[config.mk]
export PLATFORM = sky130hd
export DESIGN_NAME = port_map_window
export DESIGN_NICKNAME = d
export VERILOG_FILES = /design/src/core/io_chk_pkg.sv /design/src/core/port_map_window.sv
export SDC_FILE = /design/constraint.sdc
export NUM_CORES = 1
export LEC_CHECK = 0
export ABC_CLOCK_PERIOD_IN_PS = 2050
export BUFFER_PORTS_ARGS = -buffer_cell sky130_fd_sc_hd__buf_4
export CORE_AREA = 5 5 42 44
export DETAILED_ROUTE_END_ITERATION = 10
export DIE_AREA = 0 0 47 49
export MAX_ROUTING_LAYER = met4
export REMOVE_ABC_BUFFERS = 1
export SYNTH_ARGS = -nofsm -noshare
export SYNTH_HDL_FRONTEND = slang
export SYNTH_SLANG_ARGS = --single-unit
[constraint.sdc]
create_clock -name vclk -period 2.05
set_input_delay 0 -clock vclk [all_inputs]
set_output_delay 0 -clock vclk [all_outputs]
set_load 0.02 [all_outputs]
[src/core/io_chk_pkg.sv]
// Shared constants, types and helpers of the port access checker
package io_chk_pkg;

  // ==========================================================
  // Register byte offsets
  localparam logic [7:0] OFS_CTRL = 8'h00;
  localparam logic [7:0] OFS_FLAGS = 8'h04;
  localparam logic [7:0] OFS_TSS_BASE = 8'h08;
  localparam logic [7:0] OFS_TSS_LIMIT = 8'h0C;
  localparam logic [7:0] OFS_MAP_BASE = 8'h10;
  localparam logic [7:0] OFS_PORT_INDEX = 8'h14;
  localparam logic [7:0] OFS_ACC = 8'h18;
  localparam logic [7:0] OFS_SRC_PTR = 8'h1C;
  localparam logic [7:0] OFS_DST_PTR = 8'h20;
  localparam logic [7:0] OFS_COUNT = 8'h24;
  localparam logic [7:0] OFS_STATUS = 8'h28;

  // ==========================================================
  // Field positions
  localparam int CTRL_CPL_LSB = 0;
  localparam int CTRL_PROT_BIT = 2;
  localparam int CTRL_VM86_BIT = 3;
  localparam int CTRL_DIR_BIT = 4;
  localparam int FLAGS_IF_BIT = 9;
  localparam int FLAGS_IO_PRIVILEGE_FIELD_LSB = 12;
  localparam int STAT_BUSY_BIT = 0;
  localparam int STAT_FAULT_BIT = 1;

  // ==========================================================
  // Values after reset and fixed codes
  localparam logic [1:0] PRIV_RST = 2'h0;
  localparam logic [1:0] PRIV_KERNEL = 2'h0;
  localparam logic [15:0] HALF_RST = 16'h0000;
  localparam logic [31:0] WORD_RST = 32'h0000_0000;
  // Stands in for map bytes past the segment limit
  localparam logic [7:0] MAP_BYTE_DENY = 8'hFF;
  // 64K byte ports, 0 to FFFFH
  localparam int PORT_W = 16;

  // ==========================================================
  // Types
  typedef enum logic [2:0] {
    OP_PORT_READ, OP_PORT_WRITE, OP_STR_READ, OP_STR_WRITE,
    OP_IF_CLEAR, OP_IF_SET, OP_FLAG_POP, OP_INT_RETURN
  } io_op_t;

  typedef enum logic [1:0] {SZ_BYTE, SZ_WORD, SZ_DWORD} io_size_t;

  typedef struct packed {
    io_op_t op;
    io_size_t size;
    logic use_imm;
    logic [PORT_W-1:0] imm_port;
    logic looping_prefix;
    logic [1:0] pop_io_privilege_field;
    logic pop_if;
  } io_req_t;

  typedef struct packed {
    logic rd;
    logic [31:0] addr;
  } map_req_t;

  typedef struct packed {
    logic stb;
    logic we;
    logic [PORT_W-1:0] addr;
    io_size_t size;
    logic [31:0] wdata;
  } io_bus_t;

  // ==========================================================
  // Helpers
  function automatic logic [3:0] size_mask(input io_size_t sz);
    unique case (sz)
      SZ_DWORD: size_mask = 4'hF;
      SZ_WORD: size_mask = 4'h3;
      default: size_mask = 4'h1;
    endcase
  endfunction : size_mask

  function automatic logic [31:0] size_bytes(input io_size_t sz);
    unique case (sz)
      SZ_DWORD: size_bytes = 32'h0000_0004;
      SZ_WORD: size_bytes = 32'h0000_0002;
      default: size_bytes = 32'h0000_0001;
    endcase
  endfunction : size_bytes

endpackage : io_chk_pkg

[src/core/port_map_window.sv]
// Tests the permission bits of every byte port an access covers
`timescale 1ns/1ps
module port_map_window (
  // Two consecutive map bytes
  input wire logic [7:0] lo_i,
  input wire logic [7:0] hi_i,
  // Access shape
  input wire logic [2:0] bit_ofs_i,
  input wire io_chk_pkg::io_size_t size_i,
  // Verdict
  output logic deny_o
);
  import io_chk_pkg::*;

  logic [15:0] window;

  // A word or dword may spill into the second byte, hence sixteen bits
  assign window = {hi_i, lo_i} >> bit_ofs_i;
  assign deny_o = |(window[3:0] & size_mask(size_i));

endmodule : port_map_window

==> results of run 1 <==
-- metal layers --
metal  global-route usage, %  vias up  wire, um
li1                        -      137         -
met1                    7.64      115       279
met2                    9.05       10       279
met3                   0.738        0        44
met4                       0        0         0
met5                       -        -         0
-- final cells by class --
class	count	share of cell area (%)
inverter	2	2.16
tap	16	5.76
multi-input combinational	23	55.4
timing repair buffer	17	36.7
-- worst max-delay path: cells and delay by family --
family,cells,cell delay [ps]
adders and majority gates,1,330
and+or+nand+nor,1,190
AOI/OAI and AO/OA,3,640
buffers and inverters,2,280
-- Yosys cell counts --
cell / number
ha_1: 1
nand2_1: 2
a211oi_1: 1
a32oi_1: 1
a2111oi_0: 1
o21ai_0: 1
nand3b_1: 1
nor2b_1: 1
and3b_1: 1
mux4_2: 1
and2b_4: 1
mux2i_1: 3
nand2b_1: 2
buf_6: 1
o221ai_1: 1
o211ai_1: 1
nand4_1: 1
nor2_1: 1
inv_1: 2
nand2b_2: 1
a41o_1: 1
-- metrics by stage --
stage               cell area (um^2)  util [%]  hold slack [ps]  instances  worst slack, ps
finish                           348      24.8              345         58              611
global route                     348      24.8              367         58              484
CTS                              348      24.8              350         58              585
detailed placement               348      24.8              347         58              589
global placement                 348      24.8              348         58              580
floorplan                        200         -              196         25              868
-- cells by family (layout without fill, tap and decap cells) --
| logic type | count (synthesis) | in the layout |
|---|---|---|
| mux | 4 | 4 |
| fa+ha+maj | 1 | 1 |
| simple gates | 11 | 11 |
| compound gates | 7 | 7 |
| buf+inv | 3 | 19 |
-- worst paths after layout --
kind / startpoint / to
setup / recovery: size_i[1] / deny_o
hold / removal: bit_ofs_i[1] / deny_o
-- placed cells by master, fill, tap and decap left out --
cell type | synthesis | layout
nand2_1 | 2 | 2
nand2b_2 | 1 | 1
a32oi_1 | 1 | 1
a2111oi_0 | 1 | 1
inv_1 | 2 | 2
ha_1 | 1 | 1
nor2_1 | 1 | 1
nor2b_1 | 1 | 1
nand3b_1 | 1 | 1
o21ai_0 | 1 | 1
and2b_4 | 1 | 1
a211oi_1 | 1 | 1
mux2i_1 | 3 | 3
o211ai_1 | 1 | 1
nand4_1 | 1 | 1
nand2b_1 | 2 | 2
buf_4 | 0 | 17
and3b_1 | 1 | 1
mux4_2 | 1 | 1
a41o_1 | 1 | 1
o221ai_1 | 1 | 1
-- report_power, final --
group | internal, mW | total [mW] | switching [mW]
Sequential | 0 | 0 | 0
Clock | 0 | 0 | 0
Combinational | 0.0429 | 0.0706 | 0.0277
==> reports/results.txt, run 1 <==
The run finished with clean final reports. Pin placement for this block handled 22 I/O pins. After clock tree synthesis, the setup repair step added 0 buffers. The standby leakage power was 0.167 nW. The biggest cell delay along the critical path was 420 ps; the area fraction in compound gates after synthesis was 26.6%. For the via count of the routed design, the log shows 262.

The total global routing overflow is 0. For this block, the routed nets add up to 604 um of wire. The floorplan step set the die width to 47 um.

The average instance in the mapped netlist occupies 8.13 um^2. After Yosys synthesis, full adders, half adders and majority gates account for 5.92% of the synthesized area. Setup repair after global routing left no endpoint under its margin.

The cell area after technology mapping is 211 um^2, and the number of cells on the worst hold path is 3. The number of violations reported at the end of detailed-routing iteration 0 is 1, and the routed wirelength normalized by instance count is 10.4 um. The critical path goes through buf_4, ha_1, and3b_1, a2111oi_0, a41o_1, o211ai_1, buf_4. Cell count after synthesis: 26.

For the final hold violation count, the log shows 0. Layout overhead on the synthesized area: 64.5%. The number of antenna diodes in the final layout is 0. The synthesized netlist devotes 0% of its cell area to XOR and XNOR gates. Along the worst path, the maximum fanout reaches 5.

Dividing the final minimum period by the clock period gives 70.2%. After legalization and detailed placement, the total HPWL measured 549 um. The final layout contains 66 nets.

The setup TNS is 0 ps. Total power for the finished layout comes to 0.0706 mW. The slew at the pin closest to its max-slew limit is 413 ps, and the per-cell via count in the routed design is 4.52. The tools report the maximum clock frequency as 695 MHz. For this design the ratio of total power to cell area is 203 nW/um^2.

The floorplan step defined a core boundary enclosing 1400 um^2. The die covers 2300 um^2. After detailed routing, the number of remaining DRC violations is 0. Synthesis instantiated 21 different standard cells from the library. Across every metal layer, demand over resource in global routing totals 5.55%. The max-cap violation count is 0. The tools report the final setup violation count as 0. Post-CTS repair changed the size of 0 cells. The share of the Yosys chip area taken by registers is 0%. The tools report the startpoint type of the worst setup path as an input port. In the final layout, the multi-input gates occupy 193 um^2. Data on the critical path is required at its endpoint by 2050 ps.

The share of Yosys cell area claimed by the top area cell type came out at 14.2%. The post-route minimum period is 1440 ps. The run gives 0 as the number of pins exceeding their max-slew limit in the final report. For this run, the number of Yosys warnings is 0. In the final layout, flip-flops and latches occupy 0 um^2. In the synthesized netlist, mux cells make up 24.9% of the area.

The wire length of the first global-routing pass came out at 1010 um. The run gives 71.8% as the worst relative slew slack. By area, the combinational part of the netlist is dominated by simple AND/OR/NAND/NOR gates.

The maximum ir drop on the vdd rail was 55.8 uV; the via count of the first global-routing pass was 244. The tools report the number of clock buffers in the layout as 0. The global placer's final weighted congestion is 0.739.

In this run, post-CTS hold repair placed 0 buffers. Critical path's slowest cell: a2111oi_0. The run gives 0 as the initial antenna violation count. The number of rows in the core area came out at 14. In this run the vertical extent of the chip is 49 um. The number of input and output port buffers inserted is 17, and the fraction of layout instances using a drive strength above 1 is 47.6%. The most common cell type on the critical path is buf_4. The biggest area contributor in the post-synthesis netlist is mux2i_1. Entering global routing, the biggest net connects 11 pins. The basic-gate share of the synthesized area counting and, or, nand and nor cells was 33.7%; the count of antenna-violating nets left after detailed routing was 0. For this configuration, the core starts out at a cell density of 15.1%. The kind of end point of the critical path was an output port. The first-pass detailed-route iteration total is 2, and the final-layout fill cell count is 166. By area the synthesized netlist is led by mux2i_1 14%, mux4_2 11%, ha_1 5.9%.

The critical path is of the input port to output port type. The logs give 0 for the count of sequential standard cells and 1440 ps for the data arrival time of the critical path. The tightest min-delay check is of the input port to output port type.
Note: power is estimated with default switching activity, not from simulation.
==> run 2, diff against run 1 <==
--- a/config.mk
+++ b/config.mk
@@ -5,7 +5,8 @@
 export SDC_FILE = /design/constraint.sdc
 export NUM_CORES = 1
 export LEC_CHECK = 0
-export ABC_CLOCK_PERIOD_IN_PS = 2050
+export ABC_AREA = 1
+export ABC_CLOCK_PERIOD_IN_PS = 1240
 export BUFFER_PORTS_ARGS = -buffer_cell sky130_fd_sc_hd__buf_4
 export CORE_AREA = 5 5 42 44
 export DETAILED_ROUTE_END_ITERATION = 10
==> constraint.sdc (replaced) <==
create_clock -name vclk -period 1.24
set_input_delay 0 -clock vclk [all_inputs]
set_output_delay 0 -clock vclk [all_outputs]
set_load 0.02 [all_outputs]
==> reports/results.txt, run 2 <==
The first global-routing pass estimated 1260 um of wire. Of all cell types, the one taking the most synthesized area is nand2_1. The worst hold path belongs to the class input port to output port. Final clock period utilization by the worst path: 77.1%. The startpoint type of the worst setup path is an input port.

The worst pin sits at a relative slew slack of 88.6%. For the wire length on met2, the log shows 353 um. The number of pins exceeding their max-slew limit in the final report came out at 0.

After synthesis, the largest area contributor takes up 36.6% of total cell area. The flip-flop and latch area came out at 0 um^2. The floorplan step defined a die boundary enclosing 2300 um^2.

The commonest cells after synthesis are 26 x nand2_1, 14 x inv_1, 5 x nand3_1. The number of clock buffers in the layout is 0. The largest net degree at the start of global routing came out at 12. For this block, the initial DRC count from the detailed router was 3. Top metal layer carrying routed signals: met3. In the routed design, unresolved DRC markers number 0.

Of the cells placed in the final design, the portion with a size suffix greater than 1 is 27.0%. Wire segments on met3 add up to 36 um in the final route. Standby leakage power: 0.264 nW. The biggest cell delay along the critical path works out to 270 ps. The tools report the maximum ir drop on the vdd rail as 95.2 uV. The height of the die was 49 um; the critical path data required time was 1240 ps. Setup repair after global routing left no endpoint under its margin. Following the worst setup path forward leads to its endpoint at deny_o. The power density over the cells was 323 nW/um^2; the maximum clock frequency was 1050 MHz.

The critical path's slowest cell is or2_2. Number of unique standard cell types used by synthesis: 13. The final hold violation count is 0.

Counting every instance in the synthesized netlist gives 58. The run gives 371 as the via count of the routed design. First element of the critical path: size_i[0]. The sum of routed wire segments on met1 came out at 316 um.

The final wirelength is 706 um, and the post-route minimum period is 956 ps. A synthesized cell averages 4.59 um^2. The count of sequential standard cells is 0, and the starting density of the core is 19.0%. The max-cap violation count came out at 0. For the data arrival time of the critical path, the log shows 960 ps.

By area the synthesized netlist is led by nand2_1 37%, inv_1 20%, nand3_1 9.4%. Once detailed placement completed, the half-perimeter wirelength came to 638 um. The number of buffers inserted for hold repair after clock tree synthesis is 0, and the number of rows in the core area is 14. On the final layout, the worst hold slack is 397 ps.

The run gives 6.83% as the global routing usage summed across all routing layers. The worst hold path passes through 5 cells. In this run the worst path has a maximum fanout of 2. For the number of nets in the finished design, the log shows 98. In the final routed layout, each cell accounts on average for 7.84 um. The post-CTS setup-driven buffer insertion count is 0. The library cells used most frequently in the layout, excluding fill and tap cells, are 26 x nand2_1, 17 x buf_4, 14 x inv_1, 5 x nand3_1, 3 x nor2_1.

For this run, the share of the core covered by cells in the final layout is 28.7%. By startpoint and endpoint, the worst setup path is classified as input port to output port. The flow ran to the end, and the final reports show no timing, DRC or antenna violations. After floorplanning, the core was sized to cover 1400 um^2. The first-pass detailed-route iteration total came out at 2. From left edge to right edge, the die measures 47 um. The slew at the pin closest to its max-slew limit is 170 ps. The multi-input gate area in the final layout was 203 um^2; the setup TNS was 0 ps.

The finished cells cover 403 um^2. 0 antenna diodes ended up in the layout. The run gives 0 as the initial antenna violation count.

Port buffering added 17 buffers. The layout overhead on the synthesized area works out to 51.2%. In this run the count of I/O pins placed on the die edge is 22. The via count of the first global-routing pass was 344. Walking the worst path, the cells encountered are buf_4, inv_1, ha_1, or2_2, nand2_1, nor2_1, nand2_1, nand3_2, buf_4. Total of warnings raised by yosys: 0. Leading cell type by number of instances after synthesis: nand2_1.

The tools report the kind of end point of the critical path as an output port. Setup violations remaining at the end of the flow were counted as 0. Global routing finished with a remaining overflow of 0.

The library cell used most frequently in the layout, excluding fill and tap cells, is nand2_1. The count of antenna-violating nets left after detailed routing was 0. After filler insertion, the fill cell instance count of the layout stands at 175.

The share of the yosys chip area belonging to registers was 0%. Post-CTS repair changed the size of 0 cells. The cell area that synthesis handed to floorplanning was 267 um^2.

The per-cell via count in the routed design works out to 4.12. The placed instances occupy a cell area of 403 um^2. The run gives 0.738 as the global placer's final weighted congestion.
## run 2: changes by cell type after synthesis, sizes merged, moves of 2 or more
| cell | change |
|---|---|
| nand3 | +6 |
| nor2 | +2 |
| nand2 | +25 |
| nand2b | -3 |
| inv | +12 |
| mux2i | -3 |
## run 2: metal layers
layer	up-vias	GRT usage [%]
met3	0	0
li1	206	-
met4	0	0.461
met2	8	12.2
met5	-	-
met1	157	8.70
## run 2: area by class of cell
type | instances | share of cell area (%)
inverters | 14 | 13.0
well taps | 16 | 4.97
multi-input cells | 43 | 50.3
repair buffers | 17 | 31.7
## run 2: how the worst min path moves through the flow
stage                      start      to  slack [ps]
floorplan           bit_ofs_i[1]  deny_o         190
global placement    bit_ofs_i[1]  deny_o         400
detailed placement  bit_ofs_i[1]  deny_o         400
CTS                 bit_ofs_i[1]  deny_o         400
global route        bit_ofs_i[1]  deny_o         420
finish              bit_ofs_i[1]  deny_o         400
## run 2: power breakdown
part / leakage (nW) / switching, mW / internal, mW
Combinational: 0.264 / 0.0629 / 0.0674
Clock: 0 / 0 / 0
Sequential: 0 / 0 / 0
Total: 0.264 / 0.0629 / 0.0674
## run 2: critical path: cells and delay by family
kind / cells / cell delay, ps
adders and majority gates: 1 / 190
buffers and inverters: 3 / 250
and+or+nand+nor: 5 / 510
## run 2: cell families after synthesis
group | synth area share, %
compound gates | 4.69
simple gates | 66.7
buf+inv | 23.9
fa+ha+maj | 4.69
## run 2: per-stage QoR
stage | total power [mW] | std cells | worst slack (ps)
6_report | 0.130 | 90 | 284
5_1_grt | 0.148 | 90 | 200
4_1_cts | 0.132 | 90 | 275
3_5_place_dp | 0.131 | 90 | 272
3_3_place_gp | 0.129 | 90 | 291
2_1_floorplan | 0.0671 | 57 | 484
==> run 3, diff against run 2 <==
--- a/config.mk
+++ b/config.mk
@@ -6,7 +6,7 @@
 export NUM_CORES = 1
 export LEC_CHECK = 0
 export ABC_AREA = 1
-export ABC_CLOCK_PERIOD_IN_PS = 1240
+export ABC_CLOCK_PERIOD_IN_PS = 800
 export BUFFER_PORTS_ARGS = -buffer_cell sky130_fd_sc_hd__buf_4
 export CORE_AREA = 5 5 42 44
 export DETAILED_ROUTE_END_ITERATION = 10
==> constraint.sdc (replaced) <==
create_clock -name vclk -period 0.8
set_input_delay 0 -clock vclk [all_inputs]
set_output_delay 0 -clock vclk [all_outputs]
set_load 0.02 [all_outputs]
==> reports/results.txt, run 3 (synthesis gave the netlist of run 2 again) <==
The flow ran to the end, but the final reports show violations. The checks that failed: negative setup slack. STA classifies the critical path endpoint as an output port. The final setup violation count is 1, and the post-route minimum period is 889 ps.

Number of buffers inserted for hold repair after clock tree synthesis: 0. The library cell used most frequently in the layout, excluding fill and tap cells, is nand2_1. For this run, the share of the core covered by cells in the final layout is 31.3%.

The via count of the first global-routing pass is 355. The first-pass detailed-route iteration total is 4. Data on the critical path arrives at its endpoint at 890 ps. The die is 49 um tall. The count of buffers added on input and output ports is 17. After floorplanning, the core was sized to cover 1400 um^2.

The startpoint-to-endpoint class of the critical path was input port to output port. The tools report the via count of the routed design as 381. The critical path ends at deny_o.

The global-route track usage on met1 came out at 8.91%. In this run the worst setup path begins at size_i[0]. Timing analysis after detailed placement gives a worst setup slack of -156 ps. Summed over all cells, the static leakage comes to 0.270 nW. The total power was 0.232 mW; the count of antenna-violating nets left after detailed routing was 0. Of the cells placed in the final design, the portion with a size suffix greater than 1 is 33.3%. The slew at the pin closest to its max-slew limit was 166 ps; the post-CTS setup-driven buffer insertion count was 0. The tools report the antenna diode count as 0. For this run, design rule violations remaining after detail routing come to 0.

Setup repair after global routing could not meet its margin everywhere. The initialized floorplan defines 14 standard-cell rows. For the number of clock buffers in the layout, the log shows 0. The layout overhead on the synthesized area came out at 64.8%.

In the finished design the tool counted flip-flops and latches totalling 0. The class of the tightest hold or removal check was input port to output port. In this run the power density over the cells is 527 nW/um^2.

For met3 alone, demand over resource in global routing was 0.738%. Across the run, the number of max-cap violations was 0. The layer flagged by global routing as most heavily used is met2. For met2 alone, demand over resource in global routing was 12.7%.

The worst setup margin was -88.6 ps. The number of violations reported at the end of detailed-routing iteration 0 is 4. Entering global routing, the biggest net connects 12 pins.

The die covers 2300 um^2. For the starting density of the core, the log shows 19.0%. The worst slack on hold paths is 466 ps. Of all nets on the critical path, the largest fanout is 3. Global routing finished with a remaining overflow of 0. Data on the critical path is required at its endpoint by 800 ps. In the final layout, flip-flops and latches occupy 0 um^2.

In the layout the commonest cells are 26 x nand2_1, 15 x buf_4, 11 x inv_1, 5 x nand3_1. After detailed routing, the average wire length per cell comes to 8.44 um. The final hold violation count was 0; the maximum clock frequency was 1130 MHz.

Routability-driven placement finished with a final weighted congestion of 0.760. Dividing the detail-routed via count by the number of cells gives 4.19. The tools report the count of boundary I/O pins as 22. The final layout contains 99 nets. IR analysis of the VDD net gives a maximum drop of 148 uV. Initial antenna violation count: 0. Global routing usage summed across all routing layers: 7.12%. The final wirelength is 768 um, and the wire length of the first global-routing pass is 1310 um.

After layout, the worst path uses 111% of the clock period. The logs give 0 for the number of pins exceeding their max-slew limit in the final report and 88.9% for the worst relative slew slack. The die is 47 um wide. STA classifies the critical path startpoint as an input port.
run 3: cell types whose count changed in the layout (fill, tap and decap cells not counted), sizes merged:
cell	before	now
buf	17	18
run 3: cell type report:
cell class | count | area [um^2]
multi-input cells | 43 | 218
inverters | 14 | 55.1
fillers | 172 | 962
repair buffers | 18 | 146
well taps | 16 | 20.0
run 3: worst min-delay path by stage:
stage                     slack (ps)     end  cells after the start          from
final                            470  deny_o                      6       hi_i[1]
after floorplan                  190  deny_o                      3  bit_ofs_i[1]
after global routing             500  deny_o                      6  bit_ofs_i[1]
after CTS                        470  deny_o                      6       hi_i[1]
after detailed placement         480  deny_o                      6       hi_i[1]
after global placement           480  deny_o                      6  bit_ofs_i[2]
run 3: where the power goes:
group / switching (mW) / internal [mW]
registers: 0 / 0
logic: 0.107 / 0.125
clock network: 0 / 0
total: 0.107 / 0.125
run 3: worst max-delay path, stage by stage:
cell	delay, ps
buf_6	70
inv_4	30
ha_4	260
inv_2	30
nand2_1	40
nand2_1	60
nand2_1	60
nand2_1	70
nand2_1	70
nand3_2	60
buf_6	130
run 3: layer usage:
metal / vias to the layer above / share of wire (%)
li1: 207 / -
met1: 166 / 43
met2: 8 / 53
met3: 0 / 4.7
met4: 0 / 0
met5: - / 0
run 3: metrics by stage:
| stage | TNS (ps) | area, um^2 | std cells |
|---|---|---|---|
| 2_1_floorplan | 0 | 255 | 57 |
| 6_report | -88.6 | 439 | 91 |
| 4_1_cts | -79.9 | 434 | 91 |
| 3_3_place_gp | -145 | 410 | 91 |
| 3_5_place_dp | -156 | 410 | 91 |
| 5_1_grt | -124 | 439 | 91 |
run 3: timing repair:
action                     4_1_cts  5_1_grt
setup endpoints to repair        1        1
pin swaps                        8        7
gates resized for setup          6        3
